<file path="config.mk">
export PLATFORM = sky130hd
export DESIGN_NAME = fkc_keyhole
export DESIGN_NICKNAME = d
export VERILOG_FILES = /design/src/rtl/fkc_pkg.sv /design/src/rtl/fkc_op_timer.sv /design/src/rtl/fkc_keyhole.sv
export VERILOG_INCLUDE_DIRS = /design/src /design/src/rtl
export SDC_FILE = /design/constraint.sdc
export NUM_CORES = 1
export LEC_CHECK = 0
export ABC_AREA = 0
export BUFFER_PORTS_ARGS = -buffer_cell sky130_fd_sc_hd__buf_2
export CAP_MARGIN = 5
export CORE_MARGIN = 1
export CORE_UTILIZATION = 61
export DETAILED_ROUTE_END_ITERATION = 16
export PLACE_DENSITY = 0.85
export RECOVER_POWER = 25
export SLEW_MARGIN = 5
export SYNTH_ARGS = -nofsm -noshare
export SYNTH_HDL_FRONTEND = slang
export SYNTH_SLANG_ARGS = --single-unit
</file>
<file path="constraint.sdc">
create_clock -name clk -period 3.9 [get_ports clk]
set_input_delay 0.39 -clock clk [delete_from_list [all_inputs] [get_ports clk]]
set_output_delay 0.39 -clock clk [all_outputs]
set_load 0.02 [all_outputs]
</file>
<file path="src/rtl/fkc_params.svh">
// Offsets, key values, command codes and timing for the keyhole controller
`ifndef FKC_PARAMS_SVH
`define FKC_PARAMS_SVH

// Register byte offsets
`define FKC_OFS_KADDR 8'h00
`define FKC_OFS_DATL 8'h04
`define FKC_OFS_DATH 8'h08
`define FKC_OFS_KEY 8'h0C
`define FKC_OFS_CMD 8'h10
`define FKC_OFS_STAT 8'h14
`define FKC_OFS_EADDR 8'h18
`define FKC_OFS_SETUP 8'h1C

// Status and setup field positions
`define FKC_STA_BUSY 0
`define FKC_STA_DONE 2
`define FKC_STA_ERR 4
`define FKC_SET_DBG 0
`define FKC_SETUP_RST 1'b1

// Key words and command codes
`define FKC_KEY_FIRST 16'hF456
`define FKC_KEY_SECOND 16'hF123
`define FKC_CMD_PAGE 4'h1
`define FKC_CMD_WRITE 4'h4
`define FKC_CMD_MASS_DF 4'h6

// Memory map
`define FKC_DF_BASE 23'h400000
`define FKC_DF_SIZE 23'h001000
`define FKC_PF_PAGE_BITS 11
`define FKC_DF_PAGE_BITS 9

// Timing
`define FKC_CLK_NS 50
`define FKC_T_PROG_NS 20000
`define FKC_PROG_CYC ((`FKC_T_PROG_NS + `FKC_CLK_NS - 1) / `FKC_CLK_NS)
`define FKC_T_PERASE_US 2000
`define FKC_PERASE_CYC ((`FKC_T_PERASE_US * 1000) / `FKC_CLK_NS)
`define FKC_T_MERASE_US 4000
`define FKC_MERASE_CYC ((`FKC_T_MERASE_US * 1000) / `FKC_CLK_NS)

`endif

</file>
<file path="src/rtl/fkc_pkg.sv">
// Types shared by the keyhole controller files
package fkc_pkg;
    typedef enum logic [1:0] {
        FKC_RG_NONE = 2'b00,
        FKC_RG_PF = 2'b01,
        FKC_RG_DF = 2'b10
    } fkc_region_t;

    typedef enum logic [1:0] {
        FKC_OP_IDLE = 2'b00,
        FKC_OP_PROG = 2'b01,
        FKC_OP_PAGE = 2'b10,
        FKC_OP_MASS = 2'b11
    } fkc_op_t;

    typedef enum logic [1:0] {
        FKC_KEY_IDLE = 2'b00,
        FKC_KEY_HALF = 2'b01,
        FKC_KEY_OPEN = 2'b10
    } fkc_key_t;
endpackage

</file>
<file path="src/rtl/fkc_op_timer.sv">
// Countdown timer that paces one flash program or erase operation
`timescale 1ns/100ps
module fkc_op_timer #(
    parameter int CW = 20
) (
    input wire logic clk,
    input wire logic rst_n,
    input wire logic start,
    input wire logic [CW-1:0] load,
    output logic busy,
    output logic done
);
    logic [CW-1:0] cnt_r;

    generate
        if (CW < 2) begin : g_bad_cw
            $error("fkc_op_timer: CW must be at least 2");
        end
    endgenerate

    assign busy = (cnt_r != '0);
    assign done = (cnt_r == CW'(1));

    always_ff @(posedge clk or negedge rst_n) begin
        if (!rst_n) begin
            cnt_r <= '0;
        end else if (start) begin
            cnt_r <= load;
        end else if (busy) begin
            cnt_r <= cnt_r - CW'(1);
        end
    end
endmodule

</file>
<file path="src/rtl/fkc_keyhole.sv">
// Flash keyhole controller: key, command sequencing, status, debug gate
`timescale 1ns/100ps
`include "fkc_params.svh"
module fkc_keyhole import fkc_pkg::*; #(
    parameter logic [22:0] PF_SIZE = 23'h020000,
    parameter int PERASE_CYC = `FKC_PERASE_CYC,
    parameter int MERASE_CYC = `FKC_MERASE_CYC,
    parameter int CW = 20
) (
    input wire logic clk,
    input wire logic rst_n,
    input wire logic [7:0] s_axi_awaddr,
    input wire logic s_axi_awvalid,
    output logic s_axi_awready,
    input wire logic [31:0] s_axi_wdata,
    input wire logic [3:0] s_axi_wstrb,
    input wire logic s_axi_wvalid,
    output logic s_axi_wready,
    output logic [1:0] s_axi_bresp,
    output logic s_axi_bvalid,
    input wire logic s_axi_bready,
    input wire logic [7:0] s_axi_araddr,
    input wire logic s_axi_arvalid,
    output logic s_axi_arready,
    output logic [31:0] s_axi_rdata,
    output logic [1:0] s_axi_rresp,
    output logic s_axi_rvalid,
    input wire logic s_axi_rready,
    output logic [22:0] keyhole_target_address,
    output logic [63:0] flash_wdata,
    output logic [1:0] pf_op,
    output logic [1:0] df_op,
    input wire logic df_read_req,
    output logic df_read_stall,
    input wire logic kernel_running,
    input wire logic swd_restrict_key,
    output logic swd_enable
);
    localparam int PROG_CYC = `FKC_PROG_CYC;
    generate
        if (PROG_CYC < 8 || PERASE_CYC < 8 || MERASE_CYC < 8 ||
            MERASE_CYC >= (1 << CW) || PERASE_CYC >= (1 << CW)) begin : g_bad
            $error("fkc_keyhole: operation counts do not fit the timer");
        end
        if (PF_SIZE[10:0] != 11'h000 || PF_SIZE > `FKC_DF_BASE) begin : g_pf
            $error("fkc_keyhole: PF_SIZE must be whole pages below data");
        end
    endgenerate
    // Region of a 23-bit memory mapped address
    function automatic fkc_region_t region_of(input logic [22:0] a);
        if (a < PF_SIZE) begin
            return FKC_RG_PF;
        end else if (a >= `FKC_DF_BASE &&
                     a < `FKC_DF_BASE + `FKC_DF_SIZE) begin
            return FKC_RG_DF;
        end
        return FKC_RG_NONE;
    endfunction
    // Byte-lane merge of a register write
    function automatic logic [31:0] merge(input logic [31:0] old,
                                          input logic [31:0] nw,
                                          input logic [3:0] strb);
        logic [31:0] r;
        r = old;
        for (int i = 0; i < 4; i++) begin
            if (strb[i]) begin
                r[8*i +: 8] = nw[8*i +: 8];
            end
        end
        return r;
    endfunction
    // Bus slave state
    logic aw_hold_r, w_hold_r, bvalid_r, rvalid_r;
    logic [7:0] awaddr_r;
    logic [31:0] wdata_r, rdata_r;
    logic [3:0] wstrb_r;
    logic [1:0] bresp_r, rresp_r;
    // Keyhole registers and status
    logic [22:0] kaddr_r, eaddr_r, tgt_r;
    logic [31:0] datl_r, dath_r;
    logic [63:0] wdat_r;
    fkc_key_t key_r, key_nxt;
    fkc_op_t op_r;
    fkc_region_t op_rg_r;
    logic done_r, err_r, dbg_en_r, swd_r;
    logic [1:0] sync_a_r, sync_b_r;
    // Write decode
    wire wr_fire = aw_hold_r && w_hold_r && !bvalid_r;
    wire [7:0] wa = awaddr_r;
    wire wr_kaddr = wr_fire && wa == `FKC_OFS_KADDR;
    wire wr_datl = wr_fire && wa == `FKC_OFS_DATL;
    wire wr_dath = wr_fire && wa == `FKC_OFS_DATH;
    wire wr_key = wr_fire && wa == `FKC_OFS_KEY;
    wire wr_cmd = wr_fire && wa == `FKC_OFS_CMD;
    wire wr_stat = wr_fire && wa == `FKC_OFS_STAT;
    wire wr_eaddr = wr_fire && wa == `FKC_OFS_EADDR;
    wire wr_setup = wr_fire && wa == `FKC_OFS_SETUP;
    wire wr_map = wr_kaddr || wr_datl || wr_dath || wr_key || wr_cmd ||
                  wr_stat || wr_eaddr || wr_setup;
    wire [31:0] wnew = merge(32'h0000_0000, wdata_r, wstrb_r);
    // Command decode
    wire key_open = (key_r == FKC_KEY_OPEN);
    wire busy = (op_r != FKC_OP_IDLE);
    wire [3:0] code = wnew[3:0];
    wire fkc_region_t rg_w = region_of(kaddr_r);
    wire fkc_region_t rg_e = region_of(eaddr_r);
    wire is_write = (code == `FKC_CMD_WRITE);
    wire is_page = (code == `FKC_CMD_PAGE);
    wire is_mass = (code == `FKC_CMD_MASS_DF);
    wire fkc_region_t rg_sel = is_write ? rg_w :
                               is_page ? rg_e :
                               is_mass ? FKC_RG_DF : FKC_RG_NONE;
    wire cmd_ok = wr_cmd && key_open && !busy;
    wire start = cmd_ok && rg_sel != FKC_RG_NONE;
    wire err_set = (wr_cmd && !key_open) || (cmd_ok && !start);
    wire fkc_op_t op_sel = is_write ? FKC_OP_PROG :
                           is_page ? FKC_OP_PAGE : FKC_OP_MASS;
    wire [CW-1:0] load = is_write ? CW'(PROG_CYC) :
                         is_page ? CW'(PERASE_CYC) : CW'(MERASE_CYC);
    // Page base address for page erase
    wire [22:0] page_base = (rg_e == FKC_RG_PF) ?
        {eaddr_r[22:`FKC_PF_PAGE_BITS], {`FKC_PF_PAGE_BITS{1'b0}}} :
        {eaddr_r[22:`FKC_DF_PAGE_BITS], {`FKC_DF_PAGE_BITS{1'b0}}};
    wire [22:0] tgt_sel = is_write ? {kaddr_r[22:3], 3'b000} :
                          is_page ? page_base : `FKC_DF_BASE;
    logic tmr_busy, tmr_done;
    fkc_op_timer #(.CW(CW)) u_timer (
        .clk(clk),
        .rst_n(rst_n),
        .start(start),
        .load(load),
        .busy(tmr_busy),
        .done(tmr_done)
    );
    // AXI4-Lite write channels
    assign s_axi_awready = !aw_hold_r;
    assign s_axi_wready = !w_hold_r;
    assign s_axi_bvalid = bvalid_r;
    assign s_axi_bresp = bresp_r;
    always_ff @(posedge clk or negedge rst_n) begin
        if (!rst_n) begin
            aw_hold_r <= 1'b0;
            w_hold_r <= 1'b0;
            awaddr_r <= 8'h00;
            wdata_r <= 32'h0000_0000;
            wstrb_r <= 4'h0;
            bvalid_r <= 1'b0;
            bresp_r <= 2'b00;
        end else begin
            if (s_axi_awvalid && !aw_hold_r) begin
                aw_hold_r <= 1'b1;
                awaddr_r <= {s_axi_awaddr[7:2], 2'b00};
            end
            if (s_axi_wvalid && !w_hold_r) begin
                w_hold_r <= 1'b1;
                wdata_r <= s_axi_wdata;
                wstrb_r <= s_axi_wstrb;
            end
            if (wr_fire) begin
                bvalid_r <= 1'b1;
                bresp_r <= wr_map ? 2'b00 : 2'b10;
            end else if (bvalid_r && s_axi_bready) begin
                bvalid_r <= 1'b0;
                aw_hold_r <= 1'b0;
                w_hold_r <= 1'b0;
            end
        end
    end

    // AXI4-Lite read channels
    wire [31:0] stat_word = {27'h0, err_r, 1'b0, done_r, 1'b0, busy};
    wire [7:0] ra = {s_axi_araddr[7:2], 2'b00};
    wire rd_map = ra <= `FKC_OFS_SETUP;
    wire [31:0] rd_mux =
        (ra == `FKC_OFS_KADDR) ? {9'h000, kaddr_r} :
        (ra == `FKC_OFS_DATL) ? datl_r :
        (ra == `FKC_OFS_DATH) ? dath_r :
        (ra == `FKC_OFS_STAT) ? stat_word :
        (ra == `FKC_OFS_EADDR) ? {9'h000, eaddr_r} :
        (ra == `FKC_OFS_SETUP) ? {31'h0, dbg_en_r} : 32'h0000_0000;
    assign s_axi_arready = !rvalid_r;
    assign s_axi_rvalid = rvalid_r;
    assign s_axi_rdata = rdata_r;
    assign s_axi_rresp = rresp_r;
    always_ff @(posedge clk or negedge rst_n) begin
        if (!rst_n) begin
            rvalid_r <= 1'b0;
            rdata_r <= 32'h0000_0000;
            rresp_r <= 2'b00;
        end else if (s_axi_arvalid && !rvalid_r) begin
            rvalid_r <= 1'b1;
            rdata_r <= rd_mux;
            rresp_r <= rd_map ? 2'b00 : 2'b10;
        end else if (rvalid_r && s_axi_rready) begin
            rvalid_r <= 1'b0;
        end
    end
    // Key sequence
    always_comb begin
        key_nxt = key_r;
        if (wr_cmd) begin
            key_nxt = FKC_KEY_IDLE;
        end else if (wr_key) begin
            case (key_r)
                FKC_KEY_HALF: begin
                    key_nxt = (wnew[15:0] == `FKC_KEY_SECOND) ?
                              FKC_KEY_OPEN : FKC_KEY_IDLE;
                end
                default: begin
                    key_nxt = (wnew[15:0] == `FKC_KEY_FIRST) ?
                              FKC_KEY_HALF : FKC_KEY_IDLE;
                end
            endcase
        end
    end
    // Software registers
    always_ff @(posedge clk or negedge rst_n) begin
        if (!rst_n) begin
            key_r <= FKC_KEY_IDLE;
            kaddr_r <= 23'h000000;
            eaddr_r <= 23'h000000;
            datl_r <= 32'h0000_0000;
            dath_r <= 32'h0000_0000;
            dbg_en_r <= `FKC_SETUP_RST;
        end else begin
            key_r <= key_nxt;
            if (wr_kaddr) begin
                kaddr_r <= 23'(merge({9'h000, kaddr_r}, wdata_r, wstrb_r));
            end
            if (wr_eaddr) begin
                eaddr_r <= 23'(merge({9'h000, eaddr_r}, wdata_r, wstrb_r));
            end
            if (wr_datl) begin
                datl_r <= merge(datl_r, wdata_r, wstrb_r);
            end
            if (wr_dath) begin
                dath_r <= merge(dath_r, wdata_r, wstrb_r);
            end
            if (wr_setup && key_open && wstrb_r[0]) begin
                dbg_en_r <= wdata_r[`FKC_SET_DBG];
            end
        end
    end
    // Operation and status
    always_ff @(posedge clk or negedge rst_n) begin
        if (!rst_n) begin
            op_r <= FKC_OP_IDLE;
            op_rg_r <= FKC_RG_NONE;
            tgt_r <= 23'h000000;
            wdat_r <= 64'h0000_0000_0000_0000;
            done_r <= 1'b0;
            err_r <= 1'b0;
        end else begin
            if (start) begin
                op_r <= op_sel;
                op_rg_r <= rg_sel;
                tgt_r <= tgt_sel;
                wdat_r <= {dath_r, datl_r};
            end else if (tmr_done) begin
                op_r <= FKC_OP_IDLE;
                op_rg_r <= FKC_RG_NONE;
            end
            if (tmr_done) begin
                done_r <= 1'b1;
            end else if (start || (wr_stat && wnew[`FKC_STA_DONE])) begin
                done_r <= 1'b0;
            end
            if (err_set) begin
                err_r <= 1'b1;
            end else if (wr_stat && wnew[`FKC_STA_ERR]) begin
                err_r <= 1'b0;
            end
        end
    end
    assign keyhole_target_address = tgt_r;
    assign flash_wdata = wdat_r;
    assign pf_op = (op_rg_r == FKC_RG_PF) ? op_r : FKC_OP_IDLE;
    assign df_op = (op_rg_r == FKC_RG_DF) ? op_r : FKC_OP_IDLE;
    // Program array operations hold off data array reads
    assign df_read_stall = df_read_req && op_rg_r == FKC_RG_PF;
    // Pin synchronisers for kernel and restriction key
    wire [1:0] pin_in = {swd_restrict_key, kernel_running};
    genvar gi;
    generate
        for (gi = 0; gi < 2; gi++) begin : g_sync
            always_ff @(posedge clk or negedge rst_n) begin
                if (!rst_n) begin
                    sync_a_r[gi] <= 1'b1;
                    sync_b_r[gi] <= 1'b1;
                end else begin
                    sync_a_r[gi] <= pin_in[gi];
                    sync_b_r[gi] <= sync_a_r[gi];
                end
            end
        end
    endgenerate
    always_ff @(posedge clk or negedge rst_n) begin
        if (!rst_n) begin
            swd_r <= 1'b0;
        end else begin
            swd_r <= dbg_en_r && !sync_b_r[0] && !sync_b_r[1];
        end
    end
    assign swd_enable = swd_r;
endmodule

</file>
# Word level (Yosys, flattened, before mapping)
# Index checks and enable logic that the tools add are counted.
[word_totals] reg_bits=313 input_bits=62 wordCells=198
[op_classes] muxes=56 n_reduce_logical=73 n_lt_le_gt_ge=7 n_eq_ne=23 addsub=1
[op_table] op="32-bit two-way mux" n=3
[op_table] op="23-bit two-way mux" n=4
[op_table] op="23-bit >= comparator, second input constant" n=2
[op_table] op="23-bit by 18-bit < comparator with 1-bit output, second input constant" n=2
[op_table] op="23-bit < comparator, second input constant" n=2
[op_table] op="6-bit by 3-bit == test with 1-bit output, second input constant" n=7
[op_table] op="2-bit two-way mux" n=21
[op_table] op="20-bit two-way mux" n=2
[op_table] op="17-bit two-way mux" n=2
[op_table] op="16-bit == test, second input constant" n=2
[op_table] op="1-bit logical AND" n=29
[op_table] op="2-bit AND reduction" n=14
[op_table] op="1-bit two-way mux" n=21
[op_table] op="20-bit by 1-bit == test with 1-bit output, second input constant" n=1
[op_table] op="20-bit nonzero test" n=1
[op_table] op="20-bit by 1-bit subtractor with 20-bit output, second input constant" n=1
[op_table] op="6-bit by 2-bit == test with 1-bit output, second input constant" n=3
[op_table] op="2-bit nonzero test" n=9
[op_table] op="8-bit zero test" n=2
[op_table] op="8-bit two-way mux" n=2
[op_table] op="6-bit by 1-bit == test with 1-bit output, second input constant" n=2
[op_table] op="11-bit two-way mux" n=1
[op_table] op="1-bit zero test" n=9
[op_table] op="1-bit logical OR" n=9
[op_table] op="5 further kinds" n=9

# Depth between registers and ports, before layout
# Gate-level depths: netlist (run 1).
[depth] ltp_word=13 ltp_mapped=10 mapped_depth_nobuf=7

# Modules after synthesis
# A second synthesis (run 1) with hierarchy kept.
[hier_totals] hier_cells=1017 hier_area_um2=13319.0
[by_module_without_submodules] mod="fkc_keyhole" instances=1 area_each_um2=11936.4 cells_each=864
[by_module_without_submodules] mod="fkc_op_timer" instances=1 area_each_um2=1382.6 cells_each=153

# Worst setup path before layout (run 1)
# OpenSTA, ideal clock, no wires.
[synth_path] path_type="register -> register" startpoint="register wdata_r[3]" endpoint="register wdat_r[10] (netlist: flash_wdata[10])" synth_period_minus_slack_ns=2.387 t_arrival_ns=2.262 stages_incl_launch_ff=9 slack_ns=1.513 path_buffers=3 path_cell_list="dfrtp_1 > and4bb_1 > nand2b_1 > buf_2 > or4_1 > a31oi_1 > buf_4 > buf_4 > mux2_2"
[synth_between] elab_chain_len=7
[synth_rtl] element="from (decl)" line_no="fkc_keyhole.sv:75" source="logic [31:0] wdata_r, rdata_r;"
[synth_rtl] element="from (signal assigned)" line_no="fkc_keyhole.sv:156" source="wdata_r <= s_axi_wdata;"
[synth_rtl] element="8-bit two-way mux (*)" line_no="fkc_keyhole.sv:66" source="if (strb[i]) begin"
[synth_rtl] element="4-bit by 3-bit == test with 1-bit output (no source line)"
[synth_rtl] element="2-bit two-way mux" line_no="fkc_keyhole.sv:112" source="is_mass ? FKC_RG_DF : FKC_RG_NONE;"
[synth_rtl] element="2-bit two-way mux" line_no="fkc_keyhole.sv:111" source="is_page ? rg_e :"
[synth_rtl] element="2-bit two-way mux (*)" line_no="fkc_keyhole.sv:110" source="wire fkc_region_t rg_sel = is_write ? rg_w :"
[synth_rtl] element="2-bit nonzero test (*)" line_no="fkc_keyhole.sv:114" source="wire start = cmd_ok && rg_sel != FKC_RG_NONE;"
[synth_rtl] element="1-bit logical AND (*)" line_no="fkc_keyhole.sv:114"
[synth_rtl] element="to (signal assigned)" line_no="fkc_keyhole.sv:258" source="wdat_r <= {dath_r, datl_r};"
[synth_rtl] element="to (decl)" line_no="fkc_keyhole.sv:81" source="logic [63:0] wdat_r;"
# Mark *: on every way between the ends. The rest lies on a longest branch, timed or not.
# A chain may end at the register's enable or synchronous reset.

# Worst setup path in the final report (run 1)
[layout_path] startpoint="register wdata_r[2]" endpoint="register wdat_r[25] (netlist: flash_wdata[25])"
# The elaborated chain is that of the path after synthesis.

==> results of run 1 <==
==> worst min-delay path by stage <==
| stage | endpoint | slack [ns] | cells after the start |
|---|---|---|---|
| after CTS | s_axi_rvalid | 0.003 | 2 |
| final | s_axi_rvalid | 0.008 | 2 |
| after global routing | s_axi_rvalid | 0.03 | 2 |
| after global placement | sync_b_r[0] | 0.35 | 0 |
| after detailed placement | sync_b_r[0] | 0.35 | 0 |
| after floorplan | aw_hold_r | 0.09 | 0 |
==> report_power, final <==
part	internal [mW]	leakage [nW]	switching, mW
Combinational	0.798	2.73	0.649
Clock	1.76	0.509	1.21
Sequential	3.97	4.13	0.853
==> synthesized netlist by cell type, types with 3 or more instances <==
cell,n,area (um2)
buf_1,5,18.77
nor2b_1,16,100.1
buf_2,3,15.01
a22o_1,8,70.07
o2bb2ai_1,20,175.2
xor2_1,7,61.31
mux2_2,223,2511
or3_1,6,37.54
nand2b_1,5,31.28
mux2i_1,18,180.2
a21oi_1,8,40.04
clkbuf_1,32,120.1
nand4_1,12,75.07
nand3_1,7,35.03
nand2_1,74,277.8
o211ai_1,6,45.04
nor3_1,11,55.05
and2_1,4,25.02
inv_1,16,60.06
xnor2_1,5,43.79
mux2_1,4,45.04
and3_1,5,31.28
o21ai_0,29,145.1
dfrtp_1,303,7582
buf_4,14,105.1
a32o_1,4,40.04
dfstp_2,5,131.4
a211oi_1,3,22.52
nor2_1,45,168.9
and2_0,3,18.77
nor4_1,10,62.56
or4_1,6,45.04
a221oi_1,29,254.0
a31oi_1,4,25.02
==> state kept, by name, indices dropped and copies added (netlist names), 2 cells and up <==
signal and count:
keyhole_target_address 20, u_timer.cnt_r 20, key_r 2, s_axi_rdata 32
op_r 2, flash_wdata 64, eaddr_r 23, sync_a_r 2
awaddr_r 6, sync_b_r 2, op_rg_r 2, datl_r 32
kaddr_r 23, wdata_r 32, dath_r 32, wstrb_r 4
==> timing repair <==
item | 4_1_cts | 5_1_grt
endpoints found under the setup margin | 0 | 0
endpoints found under the hold margin | 107 | 0
hold buffers | 3 | 0
==> cell families after synthesis <==
family / Yosys count
AO/OA/AOI/OAI: 127
adder cells (fa/ha/maj): 2
multiplexers: 245
flip-flops: 308
AND/OR/NAND/NOR: 220
other: 1
XOR/XNOR: 12
buffers and inverters: 72
==> per-stage QoR <==
| step | power [mW] | instance area (um2) | instances |
|---|---|---|---|
| final | 9.245 | 15140 | 1468 |
| after CTS | 9.249 | 15210 | 1466 |
| after detailed placement | 6.261 | 14160 | 1409 |
| after global routing | 9.608 | 15130 | 1466 |
| after floorplan | 5.608 | 13000 | 991 |
| after global placement | 6.140 | 14160 | 1409 |
==> layer usage <==
layer / part of all wire, % / vias to the layer above / wire (um)
met4: 3.9 / 0 / 1211
met5: 0 / - / 0
met3: 7.0 / 101 / 2162
met1: 41 / 4562 / 12760
li1: - / 3946 / -
met2: 48 / 391 / 14930
==> final cells by class <==
class | instances | area, um2 | share of cell area, %
sequential | 308 | 7714 | 50.96
inverter | 16 | 60.06 | 0.3968
clock buffer | 42 | 875.8 | 5.787
multi-input combinational | 611 | 4966 | 32.81
tap | 275 | 344.1 | 2.273
timing repair buffer | 202 | 1022 | 6.754
antenna | 2 | 5.005 | 0.03307
clock inverter | 12 | 148.9 | 0.9837
==> reports/metrics.cfg, run 1 <==
[run_status]
status = completed

[finish]
fin_util_pct = 72.23
layout_commonest_cell = dfrtp_1
nFillCells = 1406
mostFrequentLayoutCells = dfrtp_1, mux2_2, buf_2
area_delta_synth_final_pct = 16.60
drive_gt1_share_pct = 35.35
fin_nets = 1233

[critical_path]
cp.arrival_ns = 3.52
rr_startpoint = wdata_r[2]
required_ns = 4.34
path_max_fanout = 40
slowest_delay_ns = 0.66
crit_slowest_cell = or4_1
critPathKind = register to register
reg2reg_depth = 6
path_buf_inv = 1
cpLargestDelayFamily = simple AND/OR/NAND/NOR gates
rr_endpoint = flash_wdata[25]
cp_cell_sequence = and4bb_1 -> nand2b_1 -> or4_1 -> a31oi_4 -> buf_4 -> mux2_2
endpoint = flash_wdata[25]
critPathLaunchType = register
critPathLaunch = wdata_r[2]
cp.depth = 6
end_kind = register
r2r_setup_slack_ns = 0.82

[detailed_routing]
routed_wl_um = 31070
wl_per_cell_um = 21.16
drc_errors = 0
num_vias = 9000
viasPerCell = 6.131
ant_nets = 0
first_pass_iters = 5
drt_iter0_drc = 576

[synthesis]
synth_top_family_by_area = multiplexers
yosysSeqAreaShare_pct = 59.42
synth-simple-area-share_pct = 8.549
synthXorXnorAreaFrac_pct = 0.8096
ys.flop_type = dfrtp_1
synth_fa_ha_area_share_pct = 0.1928
synthDistinctLibCells = 59
yosysWarnings = 0
synthArstFlopShare_pct = 100.0
syn_area_um2 = 12980
syn_avg_cell_area_um2 = 13.15
synth_compound_area_share_pct = 7.287
synth_edf_count = 0
syn_inst = 987
synth.area.mux_share_pct = 21.08
ys_seq_elements = 308

[power]
ir_drop_mv = 0.4437
leakage_nw = 7.365
power_density_nw_per_um2 = 610.8

[timing]
setup_viol = 0
fmax_ghz = 0.3251
skew_ns = 0.02538
finalHoldViolCount = 0
relSlewSlack_pct = 32.08
fin_ws_ns = 0.8242
finalCritPeriodShare_pct = 78.87
slew_viol_final = 0
setup_tns_ns = 0
fin_hold_ws_ns = 0.008386
tightest_slew_ns = 1.015
rsz0062_at_grt = no
fin_crit_ns = 3.076

[hold_path]
worstHoldStart = s_axi_rready
min_path_type = primary input to register

[die]
die-width_um = 147.9
initial_core_util_pct = 61.95
die-height_um = 147.9
io_pins = 196
rows = 53
core_area_um2 = 20960
die-area_um2 = 21870

[grt]
grt_max_degree = 110
met3_usage_pct = 5.185
grt_pass1_vias = 9080
top_usage_layer = met2
grt_pass1_wl_um = 48850
use_met2_pct = 46.11
met1_usage_pct = 38.99
grt-ovfl-total = 0
grt_use_total_pct = 28.82
antenna_found_initial = 2

[cts]
clock_path_buffers = 3
cts-root-buf = clkbuf_16
post_cts_buffers = 0
ctsResizeCount = 0
h-tree-depth = 1
insertion_delay_ns = 0.56
clk_pin_slew_worst_paths_ns = 0.06
cts_tree = done
clock_sinks = 308
numCtsBuffers = 30

[placement]
io_buffers = 186
gp_congestion = 0.8884
place_hpwl_um = 20030
post-place-ws_ns = 0.8458

[flow_run]
maxCapViolCount = 0

(Power assumes the default switching activity.)
==> run 2, diff against run 1 <==
--- a/config.mk
+++ b/config.mk
@@ -10,9 +10,9 @@
 export BUFFER_PORTS_ARGS = -buffer_cell sky130_fd_sc_hd__buf_2
 export CAP_MARGIN = 5
 export CORE_MARGIN = 1
-export CORE_UTILIZATION = 61
+export CORE_UTILIZATION = 51
 export DETAILED_ROUTE_END_ITERATION = 16
-export PLACE_DENSITY = 0.85
+export PLACE_DENSITY = 0.76
 export RECOVER_POWER = 25
 export SLEW_MARGIN = 5
 export SYNTH_ARGS = -nofsm -noshare
==> constraint.sdc (replaced) <==
create_clock -name clk -period 2.6 [get_ports clk]
set_input_delay 0.26 -clock clk [delete_from_list [all_inputs] [get_ports clk]]
set_output_delay 0.26 -clock clk [all_outputs]
set_load 0.02 [all_outputs]
==> run 2 against run 1 <==
Power rose by 54%. Combinational power rose by 80%. Worst hold slack improved by 0.15 ns. Non-clock buffer count rose by 95. Critical path depth rose by 2.
==> reports/metrics.cfg, run 2 (synthesis gave the netlist of run 1 again) <==
[die]
die-width_um = 161.5  ; +9.2%
rows = 58  ; +9.4%
die-area_um2 = 26100  ; +19%
initial_core_util_pct = 51.70  ; -10 points
die-height_um = 161.5  ; +9.2%
core_area_um2 = 25110  ; +20%
io_pins = 196  ; unchanged

[hold_path]
worstHoldStart = s_axi_araddr[5]
hold_path_depth = 4  ; +2
hold-path-endpoint = s_axi_rresp[1]
min_path_type = primary input to register

[timing]
setup_viol = 0  ; unchanged
fin_ws_ns = 0.02696  ; -0.7973 ns
finalHoldViolCount = 0  ; unchanged
tightest_slew_ns = 1.299  ; +0.2843 ns
setup_tns_ns = 0  ; unchanged
slew_viol_final = 0  ; unchanged
skew_ns = 0.009645  ; -0.01574 ns
finalCritPeriodShare_pct = 98.96  ; +20 points
fin_hold_ws_ns = 0.1546  ; +0.1462 ns
fmax_ghz = 0.3886  ; +20%
fin_crit_ns = 2.573  ; -0.5027 ns
relSlewSlack_pct = 13.37  ; -19 points

[detailed_routing]
num_vias = 9318  ; +3.5%
routed_wl_um = 33750  ; +8.6%
drc_errors = 0  ; unchanged
first_pass_iters = 5  ; unchanged
top_layer_used = met4
wl_per_cell_um = 20.88  ; -1.3%
dr_wl_met3_um = 1865  ; -14%
met2_length_um = 16540  ; +11%
drt_iter0_drc = 592  ; +2.8%
drt-met1-wl_um = 14180  ; +11%
viasPerCell = 5.766  ; -5.9%
ant_nets = 0  ; unchanged

[grt]
grt_pass1_vias = 9446  ; +4.0%
grt_pass1_wl_um = 51960  ; +6.4%
grt_max_degree = 91  ; -17%
grt-ovfl-total = 0  ; unchanged
antenna_found_initial = 0  ; -2
grt_use_total_pct = 25.47  ; -3.4 points

[power]
ir_drop_mv = 0.6494  ; +46%
leakage_nw = 8.084  ; +9.8%
p_int_mw = 10.03  ; +54%
comb_power_share_pct = 18.4  ; +2.7 points
switching_share_pct = 29.41  ; about the same
power.switching_mw = 4.178  ; +54%
seqPwrFrac_pct = 50.1  ; -2.1 points
p_clk_share_pct = 31.5  ; -0.7 points
power_density_nw_per_um2 = 877.0  ; +44%

[placement]
dp_cells = 1504  ; +6.7%
io_buffers = 186  ; unchanged
gp_congestion = 0.8473  ; -4.6%
post-place-ws_ns = -0.005387  ; -0.8512 ns
place_hpwl_um = 21310  ; +6.4%

[finish]
final_cells = 1616  ; +10%
largest_reg_flops = 64  ; unchanged
drive_gt1_share_pct = 41.68  ; +6.3 points
nFillCells = 1926  ; +37%
diodes = 0  ; -2
fin_nets = 1328  ; +7.7%
fin_util_pct = 64.52  ; -7.7 points
area_delta_synth_final_pct = 24.80
layout_commonest_cell = dfrtp_1
mostFrequentLayoutCells = dfrtp_1, mux2_2, buf_2

[critical_path]
required_ns = 3.07  ; -1.27 ns
end_kind = register
r2r_setup_slack_ns = 0.03  ; -0.80 ns
critPathLaunchType = register
rr_endpoint = u_timer.cnt_r[15]
cp_cell_sequence = or4_4 -> or3_4 -> o32a_1 -> a31oi_4 -> buf_12 -> clkbuf_16 -> buf_4 -> mux2i_1
cp.arrival_ns = 3.04  ; -0.48 ns
slowest_delay_ns = 0.55  ; -0.11 ns
rr_startpoint = eaddr_r[21]
path_buf_inv = 3  ; +2
path_max_fanout = 11  ; -73%
cpLargestDelayFamily = simple AND/OR/NAND/NOR gates
reg2reg_depth = 8  ; +2
critPathKind = register to register
crit_slowest_cell = or4_4

[cts]
clock_sinks = 308  ; unchanged
clk_pin_slew_worst_paths_ns = 0.07  ; about the same
cts_tree = done
numCtsBuffers = 30  ; unchanged
cts-root-buf = clkbuf_16
insertion_delay_ns = 0.55  ; about the same
h-tree-depth = 1  ; unchanged
clock_path_buffers = 3  ; unchanged

[run_status]
status = completed

[flow_run]
maxCapViolCount = 0  ; unchanged

==> run 2: changes by cell type in the layout (fill, tap and decap cells not counted), sizes merged <==
cell / previous run / this run
clkinvlp: 1 / 4
buf: 134 / 239
clkbuf: 107 / 52
diode: 2 / 0
bufinv: 3 / 2
inv: 16 / 17
dlygate4sd3: 3 / 49
clkinv: 8 / 4
==> run 2: power groups by stage <==
stage,clock network (mW),registers [mW],logic (mW)
after floorplan,0,6.78,1.63
after global placement,0,7.08,2.36
after detailed placement,0,7.15,2.45
after CTS,4.54,7.07,2.56
after global routing,4.73,7.26,2.82
final,4.47,7.12,2.61
==> run 2: worst min-delay path: cells and delay by family <==
kind            cells  cell delay [ns]
compound gates      1             0.13
simple gates        1             0.04
buf+inv             2             0.23
==> run 2: what timing repair did <==
action	4_1_cts	5_1_grt
endpoints found under the setup margin	49	84
hold endpoints to repair	129	1
pin swaps	0	1
resized for setup	1	11
hold buffers	48	1
setup buffers	0	6
cloned	0	3
==> run 2: worst max path at each step <==
stage               cells after the start                    endpoint        start
floorplan                               8             flash_wdata[10]   wdata_r[3]
global placement                        5              flash_wdata[8]  eaddr_r[21]
detailed placement                      5  keyhole_target_address[11]  eaddr_r[21]
CTS                                     6             flash_wdata[11]  eaddr_r[21]
global route                            7             flash_wdata[17]  eaddr_r[21]
finish                                  8           u_timer.cnt_r[15]  eaddr_r[21]
==> run 2: per-stage QoR <==
stage	total power [mW]	instance area (um2)
after global placement	9.439	14550
after global routing	14.81	16200
after floorplan	8.412	13000
final	14.21	16200
after CTS	14.17	16070
after detailed placement	9.597	14550
==> run 2: layout make-up <==
| cell class | instances | area [um2] | share of cell area (%) |
|---|---|---|---|
| sequential | 308 | 7714 | 47.61 |
| inverter | 16 | 60.06 | 0.3707 |
| clock buffer | 43 | 910.9 | 5.623 |
| tap | 330 | 412.9 | 2.549 |
| timing repair buffer | 297 | 1999 | 12.34 |
| clock inverter | 11 | 118.9 | 0.7337 |
| multi-input combinational | 611 | 4985 | 30.77 |
==> run 2: routing by layer <==
layer,up-vias,global-route usage (%)
met2,350,41.63
met3,85,3.570
met5,-,0
li1,4138,-
met1,4745,34.64
met4,0,9.777
==> run 3, diff against run 2 <==
--- a/config.mk
+++ b/config.mk
@@ -7,7 +7,7 @@
 export NUM_CORES = 1
 export LEC_CHECK = 0
 export ABC_AREA = 0
-export BUFFER_PORTS_ARGS = -buffer_cell sky130_fd_sc_hd__buf_2
+export BUFFER_PORTS_ARGS = -buffer_cell sky130_fd_sc_hd__clkbuf_2
 export CAP_MARGIN = 5
 export CORE_MARGIN = 1
 export CORE_UTILIZATION = 51
==> run 3 against run 2 <==
The flow now finishes with violations (capacitance limit, slew limit, setup timing). Largest cell class unchanged. Register-to-register slack worse by 0.03 ns. Cell area up 0.79%. Critical path depth unchanged. Critical path type unchanged. Critical endpoint is now flash_wdata[41].
==> reports/metrics.cfg, run 3 (synthesis gave the netlist of run 1 again) <==
[placement]
place_hpwl_um = 21600  ; +1.3%
io_buffers = 186  ; unchanged
dp_cells = 1503  ; -0.066%
place_area_um2 = 14560  ; about the same
gp_congestion = 0.8389  ; -0.99%

[grt]
grt-ovfl-total = 0  ; unchanged
grt_use_total_pct = 25.77  ; +0.30 points
grt_pass1_wl_um = 52360  ; +0.76%
antenna_found_initial = 0  ; unchanged
grt_pass1_vias = 9552  ; +1.1%
grt_max_degree = 84  ; -7.7%

[hold_path]
min_path_type = primary input to register
worstHoldStart = s_axi_araddr[5]
hold-path-endpoint = s_axi_rresp[1]
hold_path_depth = 4  ; unchanged

[power]
leakage_nw = 8.052  ; -0.39%
power_density_nw_per_um2 = 861.3  ; -1.8%
ir_drop_mv = 0.6926  ; +6.7%
p_total_mw = 14.06  ; -1.0%

[critical_path]
reg2reg_depth = 8  ; unchanged
critPathLaunchType = register
rr_startpoint = eaddr_r[19]
path_max_fanout = 9  ; -2
r2r_setup_slack_ns = -0.007  ; -0.03 ns
rr_endpoint = flash_wdata[41]
critPathLaunch = eaddr_r[19]
cp.arrival_ns = 3.05  ; about the same
required_ns = 3.04  ; -0.03 ns
critPathKind = register to register
end_kind = register

[detailed_routing]
first_pass_iters = 4  ; -1
num_vias = 9194  ; -1.3%
routed_wl_um = 34160  ; +1.2%
ant_nets = 0  ; unchanged
drt_iter0_drc = 599  ; +1.2%
viasPerCell = 5.679  ; -1.5%
drc_errors = 0  ; unchanged
wl_per_cell_um = 21.10  ; +1.0%

[cts]
insertion_delay_ns = 0.56  ; about the same
h-tree-depth = 1  ; unchanged
clock_sinks = 308  ; unchanged
cts-root-buf = clkbuf_16
clk_pin_slew_worst_paths_ns = 0.06  ; about the same
numCtsBuffers = 31  ; +3.3%
clock_path_buffers = 3  ; unchanged
cts_tree = done

[timing]
setup_tns_ns = -0.02204  ; -0.02204 ns
slew_viol_final = 80  ; +80
fmax_ghz = 0.3835  ; -1.3%
fin_hold_ws_ns = 0.1677  ; +0.01308 ns
finalHoldViolCount = 0  ; unchanged
relSlewSlack_pct = -37.61  ; -51 points
fin_crit_ns = 2.607  ; +0.03442 ns
setup_viol = 5  ; +5
skew_ns = 0.009235  ; -0.0004102 ns
rsz0062_at_grt = yes
finalCritPeriodShare_pct = 100.3  ; +1.3 points
fin_ws_ns = -0.007465  ; -0.03442 ns
tightest_slew_ns = 2.064  ; +0.7648 ns

[finish]
largest_reg_flops = 64  ; unchanged
layout_commonest_cell = dfrtp_1
mostFrequentLayoutCells = dfrtp_1, mux2_2, clkbuf_2
area_delta_synth_final_pct = 25.78
fin_nets = 1333  ; +0.38%
nFillCells = 1884  ; -2.2%
diodes = 0  ; unchanged
drive_gt1_share_pct = 41.97  ; +0.29 points
post-route-cell-area_um2 = 16330  ; +0.79%
final_cells = 1619  ; +0.19%

[die]
io_pins = 196  ; unchanged
die-area_um2 = 26100  ; unchanged
core_area_um2 = 25110  ; unchanged
rows = 58  ; unchanged
die-width_um = 161.5  ; unchanged
initial_core_util_pct = 51.70  ; unchanged
die-height_um = 161.5  ; unchanged

[run_status]
violations = capacitance limit, slew limit, setup timing
status = complete, but fails checks

[flow_run]
maxCapViolCount = 1  ; +1

[run 3: cell count changes in the layout (fill, tap and decap cells not counted), sizes merged]
| cell | change |
|---|---|
| clkinvlp | -4 |
| bufinv | -1 |
| clkbuf | +179 |
| clkinv | +4 |
| buf | -176 |
| inv | +1 |
[run 3: timing repair]
action | in CTS | in global routing
hold endpoints to repair | 125 | 0
gates resized for setup | 3 | 29
pin swaps | 0 | 2
hold buffers | 49 | 0
cloned | 0 | 4
endpoints found under the setup margin | 51 | 84
setup buffers | 0 | 10
[run 3: worst max path at each step]
stage / end / depth (start not counted) / slack [ns]
6_report: flash_wdata[41] / 8 / -0.007
3_5_place_dp: u_timer.cnt_r[6] / 6 / -0.05
5_1_grt: flash_wdata[41] / 8 / -0.05
3_3_place_gp: u_timer.cnt_r[12] / 6 / 0.007
2_1_floorplan: flash_wdata[10] / 8 / 0.21
4_1_cts: flash_wdata[9] / 7 / 0.01
[run 3: final cells by class]
| type | count | area [um2] | area share, % |
|---|---|---|---|
| Sequential cell | 308 | 7714 | 47.24 |
| Multi-Input combinational cell | 611 | 5031 | 30.81 |
| Timing Repair Buffer | 301 | 2116 | 12.96 |
| Clock buffer | 42 | 907.1 | 5.556 |
| Tap cell | 330 | 412.9 | 2.529 |
| Clock inverter | 11 | 87.58 | 0.5364 |
| Inverter | 16 | 60.06 | 0.3678 |
[run 3: critical path, cell delays in order, from the launching register on]
cell     delay (ns)
dfrtp_1        0.39
or4_4          0.56
or3_4          0.35
o32a_1         0.21
a31oi_4        0.23
buf_6          0.16
buf_12         0.13
buf_12         0.13
mux2_2         0.33
[run 3: per-stage QoR]
stage	util, %	setup WS (ns)
3_3_place_gp	57.98	0.006933
4_1_cts	63.94	0.01322
6_report	65.03	-0.007465
5_1_grt	65.03	-0.04781
3_5_place_dp	57.98	-0.05273
2_1_floorplan	-	0.2134
[run 3: routing by layer]
layer | wire length (um) | vias up | track usage (%)
met3 | 1822 | 70 | 4.186
met4 | 1016 | 0 | 9.434
met2 | 16980 | 290 | 42.63
li1 | - | 4119 | -
met1 | 14340 | 4715 | 34.40
met5 | 0 | - | 0
[run 3: power breakdown]
part | total (mW) | switching (mW) | internal (mW)
Sequential | 7.14 | 1.18 | 5.96
Clock | 4.35 | 1.83 | 2.52
Combinational | 2.58 | 1.15 | 1.43
Total | 14.1 | 4.15 | 9.91
